<file path="src/pkg/rlt_pkg.sv">
// Contract
// RULE1 - termination field bits 4:3, codes 00/01, reset 00
// RULE2 - bit 2 picks bridge speed, 0=100k
// RULE3 - host sets hotplug sleep inhibit before 400k
// RULE4 - data swing bits 7:5, eight percentage codes
// RULE5 - clock swing bits 4:2, 000 follows rate
// RULE6 - tap weight bits 1:0, 00 none, 01 2dB
// RULE7 - tap follows pin; gated writes while config low
// RULE8 - data fixed gain bits 5:3, eight steps
// RULE9 - clock fixed gain bits 2:1, 11 reserved
// RULE10 - per-lane timing pulse bits 7:4
// RULE11 - load bit high passes settings into lane
// RULE12 - load low holds last settings per lane
// RULE13 - mismatch status bits 7:4, read only, reset zero
// RULE14 - search in progress bits 3:0, read only
// RULE15 - lane values change only on commit bit
// RULE16 - fixed gains used only when adaptive off
// RULE17 - reserved bits ignore writes, read reset value
// RULE18 - status bits ignore writes, hardware wins
package rlt_pkg;
	localparam int LANES = 4;
	localparam int VSET_W = 32;
	// bus address of the management port; value is arbitrary
	localparam logic [6:0] DEV_ADDR = 7'h2C;

	localparam logic [7:0] OFS_MODE_CTRL = 8'h0A;
	localparam logic [7:0] OFS_LINK_MISC = 8'h0B;
	localparam logic [7:0] OFS_SWING_TAP = 8'h0C;
	localparam logic [7:0] OFS_FIXED_GAIN = 8'h0D;
	localparam logic [7:0] OFS_VER_LOAD = 8'h0E;
	localparam logic [7:0] OFS_VER_STATUS = 8'h0F;

	// mode control fields
	localparam int ADAPT_BIT = 5;
	localparam int COMMIT_BIT = 2;
	localparam logic ADAPT_RST = 1'b1;
	// link misc fields
	localparam int TERM_LSB = 3;
	localparam int SPEED_BIT = 2;
	localparam logic [1:0] TERM_RST = 2'h0;
	localparam logic SPEED_RST = 1'b0;
	// swing and tap fields
	localparam int DSWING_LSB = 5;
	localparam int CSWING_LSB = 2;
	localparam int TAP_LSB = 0;
	localparam logic [2:0] DSWING_RST = 3'h0;
	localparam logic [2:0] CSWING_RST = 3'h0;
	localparam logic [1:0] TAP_RST = 2'h0;
	// fixed gain fields
	localparam int DGAIN_LSB = 3;
	localparam int CGAIN_LSB = 1;
	localparam logic [2:0] DGAIN_RST = 3'h0;
	localparam logic [1:0] CGAIN_RST = 2'h0;
	localparam logic GAIN_RSVD_BIT0 = 1'b1;
	// verifier fields
	localparam int SYNC_LSB = 4;
	localparam int LOAD_LSB = 0;
	localparam int MISMATCH_LSB = 4;
	localparam int SEARCH_LSB = 0;
	localparam logic [3:0] LANE_RST = 4'h0;

	typedef enum logic [2:0] {ST_IDLE, ST_RX, ST_RACK, ST_TX, ST_TACK} rlt_state_t;
endpackage

</file>
<file path="src/verilog/rlt_lane_latch.sv">
module rlt_lane_latch
	import rlt_pkg::*;
(
	// clock and reset
	input wire logic CLK_I,
	input wire logic RESETN_I,
	// settings source and per-lane load
	input wire logic [VSET_W-1:0] settings_i,
	input wire logic [LANES-1:0] load_i,
	// settings held by each lane
	output logic [LANES*VSET_W-1:0] lane_o
);
	logic [LANES*VSET_W-1:0] lane_q;
	logic [LANES*VSET_W-1:0] lane_d;

	always_comb begin
		lane_d = lane_q; // RULE12
		for (int i = 0; i < LANES; i++) begin
			if (load_i[i]) begin
				lane_d[i*VSET_W +: VSET_W] = settings_i; // RULE11
			end
		end
	end

	always_ff @(posedge CLK_I or negedge RESETN_I) begin
		if (!RESETN_I) begin
			lane_q <= '0;
		end else begin
			lane_q <= lane_d;
		end
	end

	assign lane_o = lane_q;
endmodule

</file>
<file path="src/verilog/rlt_mgmt_slave.sv">
module rlt_mgmt_slave
	import rlt_pkg::*;
(
	// clock and reset
	input wire logic CLK_I,
	input wire logic RESETN_I,
	// two-wire pins, open drain
	input wire logic scl_i,
	input wire logic sda_i,
	output logic sda_o,
	output logic sda_oe_o,
	// register side
	output logic wr_stb_o,
	output logic [7:0] addr_o,
	output logic [7:0] wdata_o,
	input wire logic [7:0] rdata_i
);
	rlt_state_t state_q, state_d;
	logic scl_q, sda_q, oe_q, oe_d, rw_q, rw_d;
	logic addr_ph_q, addr_ph_d, ptr_ph_q, ptr_ph_d, nack_q, nack_d;
	logic [3:0] cnt_q, cnt_d;
	logic [7:0] sh_q, sh_d, ptr_q, ptr_d;
	logic scl_rise, scl_fall, start_c, stop_c;

	assign scl_rise = scl_i & ~scl_q;
	assign scl_fall = ~scl_i & scl_q;
	assign start_c = scl_i & scl_q & sda_q & ~sda_i;
	assign stop_c = scl_i & scl_q & ~sda_q & sda_i;

	always_comb begin
		state_d = state_q;
		oe_d = oe_q;
		rw_d = rw_q;
		addr_ph_d = addr_ph_q;
		ptr_ph_d = ptr_ph_q;
		nack_d = nack_q;
		cnt_d = cnt_q;
		sh_d = sh_q;
		ptr_d = ptr_q;
		wr_stb_o = 1'b0;
		if (start_c) begin
			state_d = ST_RX;
			cnt_d = 4'h0;
			addr_ph_d = 1'b1;
			oe_d = 1'b0;
		end else if (stop_c) begin
			state_d = ST_IDLE;
			oe_d = 1'b0;
		end else begin
			case (state_q)
				ST_RX: begin
					if (scl_rise) begin
						sh_d = {sh_q[6:0], sda_i};
						cnt_d = cnt_q + 4'h1;
					end else if (scl_fall && cnt_q == 4'h8) begin
						oe_d = 1'b1;
						state_d = ST_RACK;
						if (addr_ph_q) begin
							addr_ph_d = 1'b0;
							rw_d = sh_q[0];
							ptr_ph_d = ~sh_q[0];
							if (sh_q[7:1] != DEV_ADDR) begin
								oe_d = 1'b0;
								state_d = ST_IDLE;
							end
						end else if (ptr_ph_q) begin
							ptr_d = sh_q;
							ptr_ph_d = 1'b0;
						end else begin
							wr_stb_o = 1'b1;
							ptr_d = ptr_q + 8'h01;
						end
					end
				end
				ST_RACK: begin
					if (scl_fall) begin
						cnt_d = 4'h0;
						if (rw_q) begin
							sh_d = rdata_i;
							oe_d = ~rdata_i[7];
							state_d = ST_TX;
						end else begin
							oe_d = 1'b0;
							state_d = ST_RX;
						end
					end
				end
				ST_TX: begin
					if (scl_fall) begin
						if (cnt_q == 4'h7) begin
							oe_d = 1'b0;
							ptr_d = ptr_q + 8'h01;
							state_d = ST_TACK;
						end else begin
							sh_d = {sh_q[6:0], 1'b0};
							oe_d = ~sh_q[6];
							cnt_d = cnt_q + 4'h1;
						end
					end
				end
				ST_TACK: begin
					if (scl_rise) begin
						nack_d = sda_i;
					end else if (scl_fall) begin
						cnt_d = 4'h0;
						if (nack_q) begin
							state_d = ST_IDLE;
						end else begin
							sh_d = rdata_i;
							oe_d = ~rdata_i[7];
							state_d = ST_TX;
						end
					end
				end
				default: begin
					state_d = ST_IDLE;
				end
			endcase
		end
	end

	always_ff @(posedge CLK_I or negedge RESETN_I) begin
		if (!RESETN_I) begin
			state_q <= ST_IDLE;
			scl_q <= 1'b1;
			sda_q <= 1'b1;
			oe_q <= 1'b0;
			rw_q <= 1'b0;
			addr_ph_q <= 1'b0;
			ptr_ph_q <= 1'b0;
			nack_q <= 1'b0;
			cnt_q <= 4'h0;
			sh_q <= 8'h00;
			ptr_q <= 8'h00;
		end else begin
			state_q <= state_d;
			scl_q <= scl_i;
			sda_q <= sda_i;
			oe_q <= oe_d;
			rw_q <= rw_d;
			addr_ph_q <= addr_ph_d;
			ptr_ph_q <= ptr_ph_d;
			nack_q <= nack_d;
			cnt_q <= cnt_d;
			sh_q <= sh_d;
			ptr_q <= ptr_d;
		end
	end

	// open drain: the pin is only ever pulled low
	assign sda_o = 1'b0;
	assign sda_oe_o = oe_q;
	assign addr_o = ptr_q;
	assign wdata_o = sh_q;
endmodule

</file>
<file path="src/verilog/rlt_csr_top.sv">
module rlt_csr_top
	import rlt_pkg::*;
(
	// clock and reset
	input wire logic CLK_I,
	input wire logic RESETN_I,
	// management port pins
	input wire logic SCL_I,
	input wire logic SDA_I,
	output logic SDA_O,
	output logic SDA_OE_O,
	// configuration straps
	input wire logic CFG_EN_I,
	input wire logic [1:0] PRE_SEL_I,
	// verifier lane status and settings
	input wire logic [LANES-1:0] LANE_SYNC_I,
	input wire logic [LANES-1:0] LANE_MISMATCH_I,
	input wire logic [LANES-1:0] LANE_SEARCH_I,
	input wire logic [VSET_W-1:0] VERIFIER_SETTINGS_I,
	output logic [LANES*VSET_W-1:0] LANE_SETTINGS_O,
	// lane tuning outputs; all but bridge speed are committed
	output logic [1:0] TX_TERM_O,
	output logic BRIDGE_SPEED_O,
	output logic [2:0] DATA_SWING_O,
	output logic [2:0] CLOCK_SWING_O,
	output logic [1:0] TAP_WEIGHT_O,
	output logic ADAPTIVE_GAIN_O,
	output logic [2:0] DATA_GAIN_O,
	output logic [1:0] CLOCK_GAIN_O
);
	logic wr_stb;
	logic [7:0] bus_addr, bus_wdata, bus_rdata;

	// stored register fields
	logic adapt_q, adapt_d, speed_q, speed_d;
	logic [1:0] term_q, term_d, tap_q, tap_d, cgain_q, cgain_d;
	logic [2:0] dswing_q, dswing_d, cswing_q, cswing_d, dgain_q, dgain_d;
	logic [LANES-1:0] load_q, load_d, sync_q, sync_d;
	logic [LANES-1:0] mism_q, mism_d, search_q, search_d;
	logic commit;

	// committed copies driving the lanes
	logic [1:0] a_term_q, a_term_d, a_tap_q, a_tap_d, a_cgain_q, a_cgain_d;
	logic [2:0] a_dsw_q, a_dsw_d, a_csw_q, a_csw_d, a_dgain_q, a_dgain_d;
	logic a_adapt_q, a_adapt_d;

	rlt_mgmt_slave u_slave (
		.CLK_I(CLK_I),
		.RESETN_I(RESETN_I),
		.scl_i(SCL_I),
		.sda_i(SDA_I),
		.sda_o(SDA_O),
		.sda_oe_o(SDA_OE_O),
		.wr_stb_o(wr_stb),
		.addr_o(bus_addr),
		.wdata_o(bus_wdata),
		.rdata_i(bus_rdata)
	);

	rlt_lane_latch u_latch (
		.CLK_I(CLK_I),
		.RESETN_I(RESETN_I),
		.settings_i(VERIFIER_SETTINGS_I),
		.load_i(load_q),
		.lane_o(LANE_SETTINGS_O)
	);

	function automatic logic wr_hit(input logic stb, input logic [7:0] a, input logic [7:0] ofs);
		wr_hit = stb && (a == ofs);
	endfunction

	// read image; unlisted and reserved bits read as their reset value
	function automatic logic [7:0] rd_mux(input logic [7:0] a);
		rd_mux = 8'h00;
		case (a)
			OFS_MODE_CTRL: rd_mux[ADAPT_BIT] = adapt_q;
			OFS_LINK_MISC: begin
				rd_mux[TERM_LSB +: 2] = term_q;
				rd_mux[SPEED_BIT] = speed_q;
			end
			OFS_SWING_TAP: rd_mux = {dswing_q, cswing_q, tap_q};
			OFS_FIXED_GAIN: begin
				rd_mux[DGAIN_LSB +: 3] = dgain_q;
				rd_mux[CGAIN_LSB +: 2] = cgain_q;
				rd_mux[0] = GAIN_RSVD_BIT0; // RULE17
			end
			OFS_VER_LOAD: begin
				rd_mux[SYNC_LSB +: 4] = sync_q;
				rd_mux[LOAD_LSB +: 4] = load_q;
			end
			OFS_VER_STATUS: begin
				rd_mux[MISMATCH_LSB +: 4] = mism_q;
				rd_mux[SEARCH_LSB +: 4] = search_q;
			end
			default: rd_mux = 8'h00;
		endcase
	endfunction

	assign bus_rdata = rd_mux(bus_addr);
	// apply bit is self clearing: it is never stored, so it reads zero
	assign commit = wr_hit(wr_stb, bus_addr, OFS_MODE_CTRL) && bus_wdata[COMMIT_BIT]; // RULE15

	always_comb begin
		adapt_d = adapt_q;
		term_d = term_q;
		speed_d = speed_q;
		dswing_d = dswing_q;
		cswing_d = cswing_q;
		tap_d = tap_q;
		dgain_d = dgain_q;
		cgain_d = cgain_q;
		load_d = load_q;
		if (wr_hit(wr_stb, bus_addr, OFS_MODE_CTRL) && CFG_EN_I) begin
			adapt_d = bus_wdata[ADAPT_BIT]; // RULE16
		end
		if (wr_hit(wr_stb, bus_addr, OFS_LINK_MISC)) begin
			speed_d = bus_wdata[SPEED_BIT]; // RULE2
			if (CFG_EN_I) begin
				term_d = bus_wdata[TERM_LSB +: 2]; // RULE1 RULE7
			end
		end
		if (wr_hit(wr_stb, bus_addr, OFS_SWING_TAP)) begin
			dswing_d = bus_wdata[DSWING_LSB +: 3]; // RULE4
			cswing_d = bus_wdata[CSWING_LSB +: 3]; // RULE5
			if (CFG_EN_I) begin
				tap_d = bus_wdata[TAP_LSB +: 2]; // RULE6
			end
		end
		// strap wins while host configuration is off
		if (!CFG_EN_I) begin
			tap_d = PRE_SEL_I; // RULE7
		end
		if (wr_hit(wr_stb, bus_addr, OFS_FIXED_GAIN)) begin
			dgain_d = bus_wdata[DGAIN_LSB +: 3]; // RULE8
			cgain_d = bus_wdata[CGAIN_LSB +: 2]; // RULE9
		end
		if (wr_hit(wr_stb, bus_addr, OFS_VER_LOAD)) begin
			load_d = bus_wdata[LOAD_LSB +: 4]; // RULE11
		end
	end

	// lane-driven bits follow hardware every cycle; host writes never land
	always_comb begin
		sync_d = LANE_SYNC_I; // RULE10 RULE18
		mism_d = LANE_MISMATCH_I; // RULE13 RULE18
		search_d = LANE_SEARCH_I; // RULE14
	end

	always_comb begin
		a_term_d = a_term_q;
		a_tap_d = a_tap_q;
		a_dsw_d = a_dsw_q;
		a_csw_d = a_csw_q;
		a_dgain_d = a_dgain_q;
		a_cgain_d = a_cgain_q;
		a_adapt_d = a_adapt_q;
		if (commit) begin
			a_term_d = term_q; // RULE15
			a_tap_d = tap_q;
			a_dsw_d = dswing_q;
			a_csw_d = cswing_q;
			a_adapt_d = adapt_q;
			// fixed gain only reaches the lanes when adaptive is off
			a_dgain_d = adapt_q ? DGAIN_RST : dgain_q; // RULE16
			a_cgain_d = adapt_q ? CGAIN_RST : cgain_q; // RULE16
		end
	end

	always_ff @(posedge CLK_I or negedge RESETN_I) begin
		if (!RESETN_I) begin
			adapt_q <= ADAPT_RST;
			term_q <= TERM_RST;
			speed_q <= SPEED_RST;
			dswing_q <= DSWING_RST;
			cswing_q <= CSWING_RST;
			tap_q <= TAP_RST;
			dgain_q <= DGAIN_RST;
			cgain_q <= CGAIN_RST;
			load_q <= LANE_RST;
			sync_q <= LANE_RST;
			mism_q <= LANE_RST;
			search_q <= LANE_RST;
		end else begin
			adapt_q <= adapt_d;
			term_q <= term_d;
			speed_q <= speed_d;
			dswing_q <= dswing_d;
			cswing_q <= cswing_d;
			tap_q <= tap_d;
			dgain_q <= dgain_d;
			cgain_q <= cgain_d;
			load_q <= load_d;
			sync_q <= sync_d;
			mism_q <= mism_d;
			search_q <= search_d;
		end
	end

	always_ff @(posedge CLK_I or negedge RESETN_I) begin
		if (!RESETN_I) begin
			a_term_q <= TERM_RST;
			a_tap_q <= TAP_RST;
			a_dsw_q <= DSWING_RST;
			a_csw_q <= CSWING_RST;
			a_dgain_q <= DGAIN_RST;
			a_cgain_q <= CGAIN_RST;
			a_adapt_q <= ADAPT_RST;
		end else begin
			a_term_q <= a_term_d;
			a_tap_q <= a_tap_d;
			a_dsw_q <= a_dsw_d;
			a_csw_q <= a_csw_d;
			a_dgain_q <= a_dgain_d;
			a_cgain_q <= a_cgain_d;
			a_adapt_q <= a_adapt_d;
		end
	end

	// bridge speed is not part of the commit set and acts at once
	assign BRIDGE_SPEED_O = speed_q; // RULE2
	assign TX_TERM_O = a_term_q;
	assign TAP_WEIGHT_O = a_tap_q;
	assign DATA_SWING_O = a_dsw_q;
	assign CLOCK_SWING_O = a_csw_q;
	assign DATA_GAIN_O = a_dgain_q;
	assign CLOCK_GAIN_O = a_cgain_q;
	assign ADAPTIVE_GAIN_O = a_adapt_q;
endmodule

</file>
<file path="config.mk">
export PLATFORM = sky130hd
export DESIGN_NAME = rlt_csr_top
export DESIGN_NICKNAME = d
export VERILOG_FILES = /design/src/pkg/rlt_pkg.sv /design/src/verilog/rlt_lane_latch.sv /design/src/verilog/rlt_mgmt_slave.sv /design/src/verilog/rlt_csr_top.sv
export SDC_FILE = /design/constraint.sdc
export NUM_CORES = 1
export LEC_CHECK = 0
export ABC_AREA = 1
export BUFFER_PORTS_ARGS = -buffer_cell sky130_fd_sc_hd__buf_4
export CAP_MARGIN = 20
export CORE_MARGIN = 5
export CORE_UTILIZATION = 29
export CTS_BUF_LIST = sky130_fd_sc_hd__clkbuf_4
export CTS_CLUSTER_DIAMETER = 80
export DETAILED_ROUTE_END_ITERATION = 10
export GPL_TIMING_DRIVEN = 1
export MAX_ROUTING_LAYER = met4
export PLACE_DENSITY = 0.55
export SYNTH_ARGS = -nofsm -noshare
export SYNTH_HDL_FRONTEND = slang
export SYNTH_HIERARCHICAL = 1
export SYNTH_SLANG_ARGS = --single-unit
</file>
<file path="constraint.sdc">
create_clock -name CLK_I -period 2.5 [get_ports CLK_I]
set_input_delay 0.125 -clock CLK_I [delete_from_list [all_inputs] [get_ports CLK_I]]
set_output_delay 0.125 -clock CLK_I [all_outputs]
set_load 0.005 [all_outputs]
</file>
Word-level counts from Yosys, hierarchy flattened --
Index checks and enable logic that the tools add are counted. W data, S select, Z words.
Storage, ports and cells: input bits 51, output and inout port bits 147, register bits after elaboration 207, word-level logic and storage cells 190
Cells by class: muxes and demuxes 73, reduce and logical (&&, ||, !) cells 24, eq/ne operators 40, add/subtract/negate cells 2, bitwise gates (word level) 17
Operators by type and width (count):
- $mux W8 | 14
- $eq A8 B4 Y1 const B | 6
- $mux W3 | 11
- $pmux W8 S4 | 1
- $mux W4 | 7
- $mux W1 | 26
- $ne A4 B1 Y1 const B | 5
- $ne A2 B1 Y1 const B | 9
- $pmux W4 S4 | 1
- $pmux W8 S2 | 1
- $reduce_and A8 Y1 | 2
- $pmux W3 S5 | 1
- $mux W2 | 6
- $ne A2 B2 Y1 const B | 6
- $ne A4 B4 Y1 const B | 3
- $pmux W3 S4 | 1
- $reduce_and A6 Y1 | 2
- $reduce_and A11 Y1 | 1
- $not A1 Y1 | 10
- $add A8 B1 Y8 const B | 1
- $logic_and A1 B1 Y1 | 8
- $pmux W2 S4 | 1
- $reduce_and A4 Y1 | 2
- $and A1 B1 Y1 | 7
- 20 further kinds | 24

Longest topological paths before layout --
Gate-level depths: netlist (run 1).
depth in word-level cells 11, mapped depth 13

By module --
Netlist (run 1), hierarchy kept.
Modules (own cells, without submodules):
- rlt_lane_latch | times used 1, area an instance 5036.1 sq um, seq. area each 3203.1 sq um, cells an instance 544
- rlt_csr_top | times used 1, area an instance 2421.1 sq um, seq. area each 1228.7 sq um, cells an instance 273
- rlt_mgmt_slave | times used 1, area an instance 2039.5 sq um, seq. area each 753.2 sq um, cells an instance 300

Worst setup path before layout (run 1) --
No wires, ideal clock.
path type register to register, start point register u_slave.state_q[2], end point register speed_q, in the netlist BRIDGE_SPEED_O, arrival time 2.158 ns, clock period less this slack 2.285 ns, slack 0.215 ns, setup time 0.127 ns, stages on the path, launching flop included 10, buffers on the path 1, data required time 2.373 ns, path through dfrtp_1 > buf_6 > inv_2 > nand2_1 > nor2_1 > nand4_2 > nor3_1 > inv_2 > nor3_4 > o21ai_0
Between the ends: longest elaborated chain between the ends 5
Ends and longest elaborated chain:
- start, declared | line rlt_mgmt_slave.sv:18 | rlt_state_t state_q, state_d;
- start signal, assigned | line rlt_mgmt_slave.sv:136 | state_q <= state_d;
- $eq A3 B1 Y1 | line rlt_mgmt_slave.sv:50 | case (state_q)
- $mux W1 | line rlt_mgmt_slave.sv:50
- $mux W1 | line rlt_mgmt_slave.sv:46 | end else if (stop_c) begin
- $mux W1 | line rlt_mgmt_slave.sv:41 | if (start_c) begin
- via wr_stb | line rlt_csr_top.sv:31 | logic wr_stb;
- $logic_and A1 B1 Y1 | line rlt_csr_top.sv:69 | wr_hit = stb && (a == ofs);
- end signal, assigned | line rlt_csr_top.sv:186 | speed_q <= speed_d;
- end, declared | line rlt_csr_top.sv:35 | logic adapt_q, adapt_d, speed_q, speed_d;
The timed path passes the listed nets, and every way through them passes these cells. A chain may end at the register's enable or synchronous reset.

Final worst setup path (run 1) --
start point register u_slave.state_q[2], end point register a_csw_q[0], in the netlist CLOCK_SWING_O[0]
Between the ends: longest elaborated chain between the ends 6
Ends and longest elaborated chain:
- $eq A3 B1 Y1 | line rlt_mgmt_slave.sv:50
- $mux W1 | line rlt_mgmt_slave.sv:50
- $mux W1 | line rlt_mgmt_slave.sv:46
- $mux W1 | line rlt_mgmt_slave.sv:41
- via wr_stb | line rlt_csr_top.sv:31
- $logic_and A1 B1 Y1 | line rlt_csr_top.sv:69
- $logic_and A1 B1 Y1 | line rlt_csr_top.sv:101 | assign commit = wr_hit(wr_stb, bus_addr, OFS_MODE_CTRL) && bus_wdata[COMMIT_BIT];
- end signal, assigned | line rlt_csr_top.sv:212 | a_csw_q <= a_csw_d;
- end, declared | line rlt_csr_top.sv:44 | logic [2:0] a_dsw_q, a_dsw_d, a_csw_q, a_csw_d, a_dgain_q, a_dgain_d;
The timed path passes the listed nets, and every way through them passes these cells.

==> flow_summary.ini, run 1 <==
[run_status]
run_status = finished clean

[min_path]
worstHoldStart = LANE_SYNC_I[3]
hold_end = sync_q[3]
min_path_type = input pin to flip-flop
holdPathStages = 2

[final_layout]
drive_above_1_share_pct = 26.97
area_delta_synth_final_pct = 31.28
multi_input_area_um2 = 3607
post-route-util_pct = 38.41
final_nets = 1450
nFillCells = 3375
seqCellArea_um2 = 5185

[grt]
grt_usage_pct = 15.79
grt_pass1_wl_mm = 44.86
grt_pass1_vias = 8248
grt_overflow = 0
grt_max_degree = 73
antenna_found_initial = 1

[clock_network]
cts_buffers = 59
cts_tree = yes
htreeDepth = 2
clock_sinks = 207
clock_latency_ns = 0.69
cts.clk_slew.worst_paths_ns = 0.06
clock_path_buffers = 3
post_cts_resize_count = 0
cts_setup_buffers = 0
cts-root-buf = clkbuf_4

[placed_design]
numPortBuffers = 196
dp_hpwl_mm = 18.90
gp_congestion = 0.8133

[routing]
highest_layer = met4
drc = 0
vias = 8242
drt_iter0_markers = 398
final_antenna_net_count = 0
wl_met1_mm = 12.80
routed_wl_mm = 28.17
firstDrtPassIters = 4
vias_per_cell = 4.386
wl_met2_mm = 13.03
wl_per_cell_um = 14.99
dr_wl_met3_mm = 1.868

[logic_synthesis]
synthAdderAreaFrac_pct = 0.3953
ys_warn_count = 6
synth_area_per_cell_um2 = 8.502
netlist_instances = 1117
ys_seq_elements = 207
syn_area_um2 = 9497
synth-simple-area-share_pct = 33.64
synth_xor_area_share_pct = 0.4611
synth_nets = 1171
synth_top_family_by_area = simple AND/OR/NAND/NOR gates
synth_cell_types = 43
synth-seq-area-share_pct = 54.60
synthMuxAreaShare_pct = 0.2372
synth-compound-area-share_pct = 3.162

[worst_setup_path]
cpMostUsedCell = nand2_1
crit_path_cell_trace = inv_2 -> nand2_1 -> nor2_1 -> nand4_2 -> nor3_2 -> buf_4 -> nand3_4 -> nand2_1 -> nand2_1
startpoint_type = flip-flop
crit_slowest_cell = dfrtp_1
critPathKind = flip-flop to flip-flop
critical_path_buf_inv_count = 2
path_delay_family = simple AND/OR/NAND/NOR gates
cp_max_fo = 21
worstPathArrival_ns = 2.72
reg2reg_depth = 9
worstPathRequired_ns = 3.01
r2r_end = CLOCK_SWING_O[0]
r2r-start = u_slave/state_q[2]
cpPeakStageDelay_ns = 0.52
rrSetupSlack_ns = 0.30
crit_cells = 9
worst_setup_path_end_kind = flip-flop

[floorplanning]
start_util_pct = 29.26
die_h_um = 191.0
io-pin-count = 198
die_w_um = 191.0
rows = 66
core_area_um2 = 32450
die-area_um2 = 36470

[timing]
skew_ns = 0.06389
fin_tns_setup_ns = 0
rsz0062_at_grt = no
finalMaxSlewViolations = 0
fmax_ghz = 0.4543
finalCritPeriodShare_pct = 88.05
fin_hold_ws_ns = 0.08094
finalCriticalPeriod_ns = 2.201
relSlewSlack_pct = 57.45
tightest_slew_ns = 0.6382
setup_viol = 0
hold_viol_final = 0

[power]
p_sw_mw = 2.073
p_seq_share_pct = 49.4
swShare_pct = 27.73
pwr-share-clk_pct = 40.3
powerDensity_nw_per_um2 = 599.6
irDropWorstVdd_v = 0.0003216
comb_power_share_pct = 10.3
leakagePower_nw = 6.323
p_int_mw = 5.402

[job]
maxCapViolCount = 0
## metrics by stage
step	worst slack, ns	cell area, µm²	instances	power, mW
after global routing	0.06880	12470	1879	7.921
after CTS	0.2331	12460	1877	7.632
final	0.2986	12470	1879	7.475
after global placement	0.3640	11200	1723	4.448
after floorplan	0.2151	9497	1117	4.080
after detailed placement	0.3454	11200	1723	4.460
## power groups by stage
stage / combinational (mW) / sequential, mW / clock, mW
detailed placement: 0.707 / 3.75 / 0
finish: 0.770 / 3.69 / 3.01
global route: 0.877 / 3.71 / 3.34
global placement: 0.694 / 3.75 / 0
CTS: 0.779 / 3.69 / 3.16
floorplan: 0.417 / 3.66 / 0
## Yosys cell counts, drive strengths merged
cell / count / area (µm²)
clkbuf: 3 / 31.28
nand4: 22 / 150.1
dfrtp: 203 / 5080
a31oi: 1 / 6.260
dfstp: 4 / 105.1
conb: 1 / 3.750
xor2: 3 / 26.28
nand3: 55 / 315.3
inv: 66 / 262.8
or2: 1 / 6.260
a21oi: 4 / 23.77
clkinv: 1 / 5.000
buf: 39 / 410.4
xnor2: 2 / 17.52
nor2: 54 / 299.0
ha: 3 / 37.54
nand2: 600 / 2367
mux2: 2 / 22.52
o21bai: 1 / 7.510
nor3: 6 / 41.29
o211ai: 2 / 15.01
o21ai: 42 / 247.7
nand3b: 2 / 15.01
## cells in the final DEF (no fill, tap or decap), types with 4 or more instances in the layout
master	netlist	final
buf_4	10	202
clkbuf_4	0	88
clkinv_1	0	7
clkinv_2	1	4
dfrtp_1	203	203
dfstp_2	4	4
dlygate4sd3_1	0	54
inv_1	54	54
inv_2	8	8
nand2_1	564	564
nand2_2	31	31
nand2_4	5	5
nand3_1	50	50
nand4_1	20	20
nor2_1	42	42
nor2_2	4	4
nor2_4	5	5
nor3_1	5	4
o21ai_0	27	27
o21ai_1	5	5
o21ai_2	10	10
## cells by family (layout without fill, tap and decap cells)
kind of cell,after synthesis,in the layout
buf+inv,109,427
simple gates,740,740
mux,2,2
xor+xnor,5,5
compound gates,50,50
fa+ha+maj,3,3
flops,207,207
other cells,1,3
## layer usage
metal  track usage, %  up-vias
li1                 -     4058
met1            20.13     3895
met2            25.27      248
met3            3.524       41
met4            4.890        0
met5                -        -
## worst max-delay path by stage
stage                                  start               end  slack (ns)
final                     u_slave/state_q[2]  CLOCK_SWING_O[0]        0.30
after global routing      u_slave/state_q[2]   CLOCK_GAIN_O[1]        0.07
after CTS                 u_slave/state_q[2]  CLOCK_SWING_O[0]        0.23
after detailed placement  u_slave/state_q[2]  CLOCK_SWING_O[2]        0.35
after global placement    u_slave/state_q[2]   CLOCK_GAIN_O[1]        0.36
after floorplan           u_slave/state_q[2]    BRIDGE_SPEED_O        0.22
## worst register-to-register path, delay by kind of cell, from the launching register on
kind | cells | cell delay, ns
buffers and inverters | 2 | 0.41
AND/OR/NAND/NOR | 7 | 1.12
flip-flops | 1 | 0.52
## flip-flops by register name, summed over array words and instances, names as in the netlist, 2 cells and up
register	count
DATA_GAIN_O	3
TAP_WEIGHT_O	2
dgain_q	3
u_slave/wdata_o	8
CLOCK_GAIN_O	2
term_q	2
u_slave/state_q	3
cgain_q	2
tap_q	2
sync_q	4
u_slave/cnt_q	4
DATA_SWING_O	3
TX_TERM_O	2
CLOCK_SWING_O	3
mism_q	4
cswing_q	3
search_q	4
dswing_q	3
u_latch/lane_o	128
u_slave/addr_o	8
load_q	4
## final cells by class
cell class | instances | share of cell area [%]
diodes | 2 | 0.04014
clock buffers | 88 | 5.299
clock inverters | 12 | 0.4617
inverters | 67 | 2.148
multi-input cells | 801 | 28.93
flip-flops and latches | 207 | 41.59
well taps | 442 | 4.436
repair buffers | 260 | 17.09
## repair_timing
item | 4_1_cts | 5_1_grt
hold buffers | 54 | 0
endpoints found under the hold margin | 363 | 0
setup endpoints to repair | 0 | 0
Power figures use the tool's default switching activity.
==> run 2, diff against run 1 <==
--- a/config.mk
+++ b/config.mk
@@ -10,8 +10,7 @@
 export CAP_MARGIN = 20
 export CORE_MARGIN = 5
 export CORE_UTILIZATION = 29
-export CTS_BUF_LIST = sky130_fd_sc_hd__clkbuf_4
-export CTS_CLUSTER_DIAMETER = 80
+export CTS_BUF_LIST = sky130_fd_sc_hd__clkbuf_8
 export DETAILED_ROUTE_END_ITERATION = 10
 export GPL_TIMING_DRIVEN = 1
 export MAX_ROUTING_LAYER = met4
==> run 2 against run 1 <==
Wire length fell by 0.77%. Worst setup slack improved by 0.060 ns. Critical path depth unchanged. Critical path type unchanged. Largest cell class unchanged.
==> flow_summary.ini, run 2 (synthesis gave the netlist of run 1 again) <==
[floorplanning]
die_h_um = 191.0
die_w_um = 191.0
core_area_um2 = 32450
rows = 66
start_util_pct = 29.26
die-area_um2 = 36470
io-pin-count = 198

[worst_setup_path]
worstPathRequired_ns = 2.90
worst_setup_path_end_kind = flip-flop
cp_max_fo = 21
startpoint_type = flip-flop
r2r-start = u_slave/state_q[2]
critPathLaunch = u_slave/state_q[2]
worstPathArrival_ns = 2.55
critPathKind = flip-flop to flip-flop

[clock_network]
cts_tree = yes
cts_buffers = 38
cts-root-buf = clkbuf_8
post_cts_resize_count = 0
clock_sinks = 207
cts.clk_slew.worst_paths_ns = 0.05
clock_path_buffers = 3
clock_latency_ns = 0.53
htreeDepth = 2

[placed_design]
gp_congestion = 0.8133
numPortBuffers = 196
placed_cells = 1723
dp_hpwl_mm = 18.90

[final_layout]
antenna_cells = 0
nFillCells = 3319
largest_reg_flops = 128
drive_above_1_share_pct = 25.13
seqCellArea_um2 = 5185
final_cell_mix = nand2_1, dfrtp_1, buf_4
final_nets = 1425
multi_input_area_um2 = 3607
area_delta_synth_final_pct = 31.41
layoutNonFillerInstCount = 1839
final_common_cell = nand2_1

[timing]
rsz0062_at_grt = no
finalCritPeriodShare_pct = 85.66
finalMaxSlewViolations = 0
tightest_slew_ns = 0.6399
hold_viol_final = 0
relSlewSlack_pct = 57.34
fmax_ghz = 0.4669
fin_tns_setup_ns = 0
skew_ns = 0.02474
finalCriticalPeriod_ns = 2.142
setup_viol = 0

[routing]
drt_iter0_markers = 480
drc = 0
wl_per_cell_um = 15.20
routed_wl_mm = 27.95
vias = 8103
firstDrtPassIters = 4
vias_per_cell = 4.406
final_antenna_net_count = 0

[power]
irDropWorstVdd_v = 0.0003571
leakagePower_nw = 6.314
powerDensity_nw_per_um2 = 619.7

[grt]
grt_overflow = 0
grt_usage_pct = 15.59
grt_pass1_wl_mm = 44.30
grt_pass1_vias = 7965
antenna_found_initial = 0
grt_max_degree = 75

[job]
maxCapViolCount = 0

[run_status]
run_status = finished clean

[min_path]
min_path_type = input pin to asynchronous set/reset pin
==> run 2: cell types whose count changed in the layout (fill, tap and decap cells not counted), sizes merged <==
cell | previous run | this run
dlygate4sd3 | 54 | 50
clkinv | 12 | 7
clkbuf | 89 | 49
inv | 66 | 77
bufinv | 0 | 1
diode | 2 | 0
clkinvlp | 1 | 0
==> run 2: per-layer routing <==
layer / GRT usage (%) / part of all wire [%] / vias to the layer above / wire, µm
li1: - / - / 3978 / -
met1: 20.26 / 45 / 3834 / 12600
met2: 25.16 / 46 / 244 / 12860
met3: 3.141 / 6.8 / 47 / 1891
met4: 4.006 / 2.1 / 0 / 590
met5: - / 0 / - / 0
==> run 2: cell type report <==
type,instances,share of cell area (%)
sequential,207,41.55
inverter,67,2.146
tap,442,4.432
clock inverter,18,0.9224
clock buffer,48,5.294
timing repair buffer,256,16.75
multi-input combinational,801,28.91
==> run 2: repair_timing <==
action | CTS | global route
hold endpoints to repair | 220 | 0
hold buffers | 50 | 0
setup buffers | 0 | 0
==> run 2: path summary, 6_finish.rpt <==
check	end	slack (ns)	depth (start not counted)
worst min register to register	ADAPTIVE_GAIN_O	0.47	2
min in group CLK_I	mism_q[3]	0.24	2
worst max-delay path	DATA_SWING_O[0]	0.36	9
worst min-delay path	u_latch/lane_o[87]	0.20	2
max in group asynchronous	u_latch/lane_o[72]	1.53	3
worst max register to register	DATA_SWING_O[0]	0.36	9
==> run 2: worst max-delay path, cell delays in order (launching register included) <==
cell	delay [ns]
dfrtp_1	0.51
inv_2	0.10
nand2_1	0.06
nor2_1	0.21
nand4_2	0.19
nor3_2	0.26
buf_4	0.31
nand3_4	0.22
nand2_1	0.12
nand2_1	0.05
==> run 2: metrics by stage <==
stage | cell area (µm²) | worst slack [ns] | power [mW] | util [%] | hold slack [ns]
after global placement | 11200 | 0.3640 | 4.448 | 34.52 | 0.2119
after floorplan | 9497 | 0.2151 | 4.080 | - | -0.1706
after detailed placement | 11200 | 0.3454 | 4.460 | 34.52 | 0.2057
after global routing | 12480 | 0.1394 | 8.146 | 38.45 | 0.2092
final | 12480 | 0.3584 | 7.733 | 38.45 | 0.1993
after CTS | 12480 | 0.3250 | 7.902 | 38.45 | 0.1971
==> run 2: power by group <==
part / total, mW / internal, mW / switching, mW / leakage (nW)
clock: 3.28 / 1.84 / 1.44 / 0.440
sequential: 3.69 / 3.49 / 0.208 / 2.20
combinational: 0.762 / 0.322 / 0.440 / 3.68
total: 7.73 / 5.65 / 2.09 / 6.31
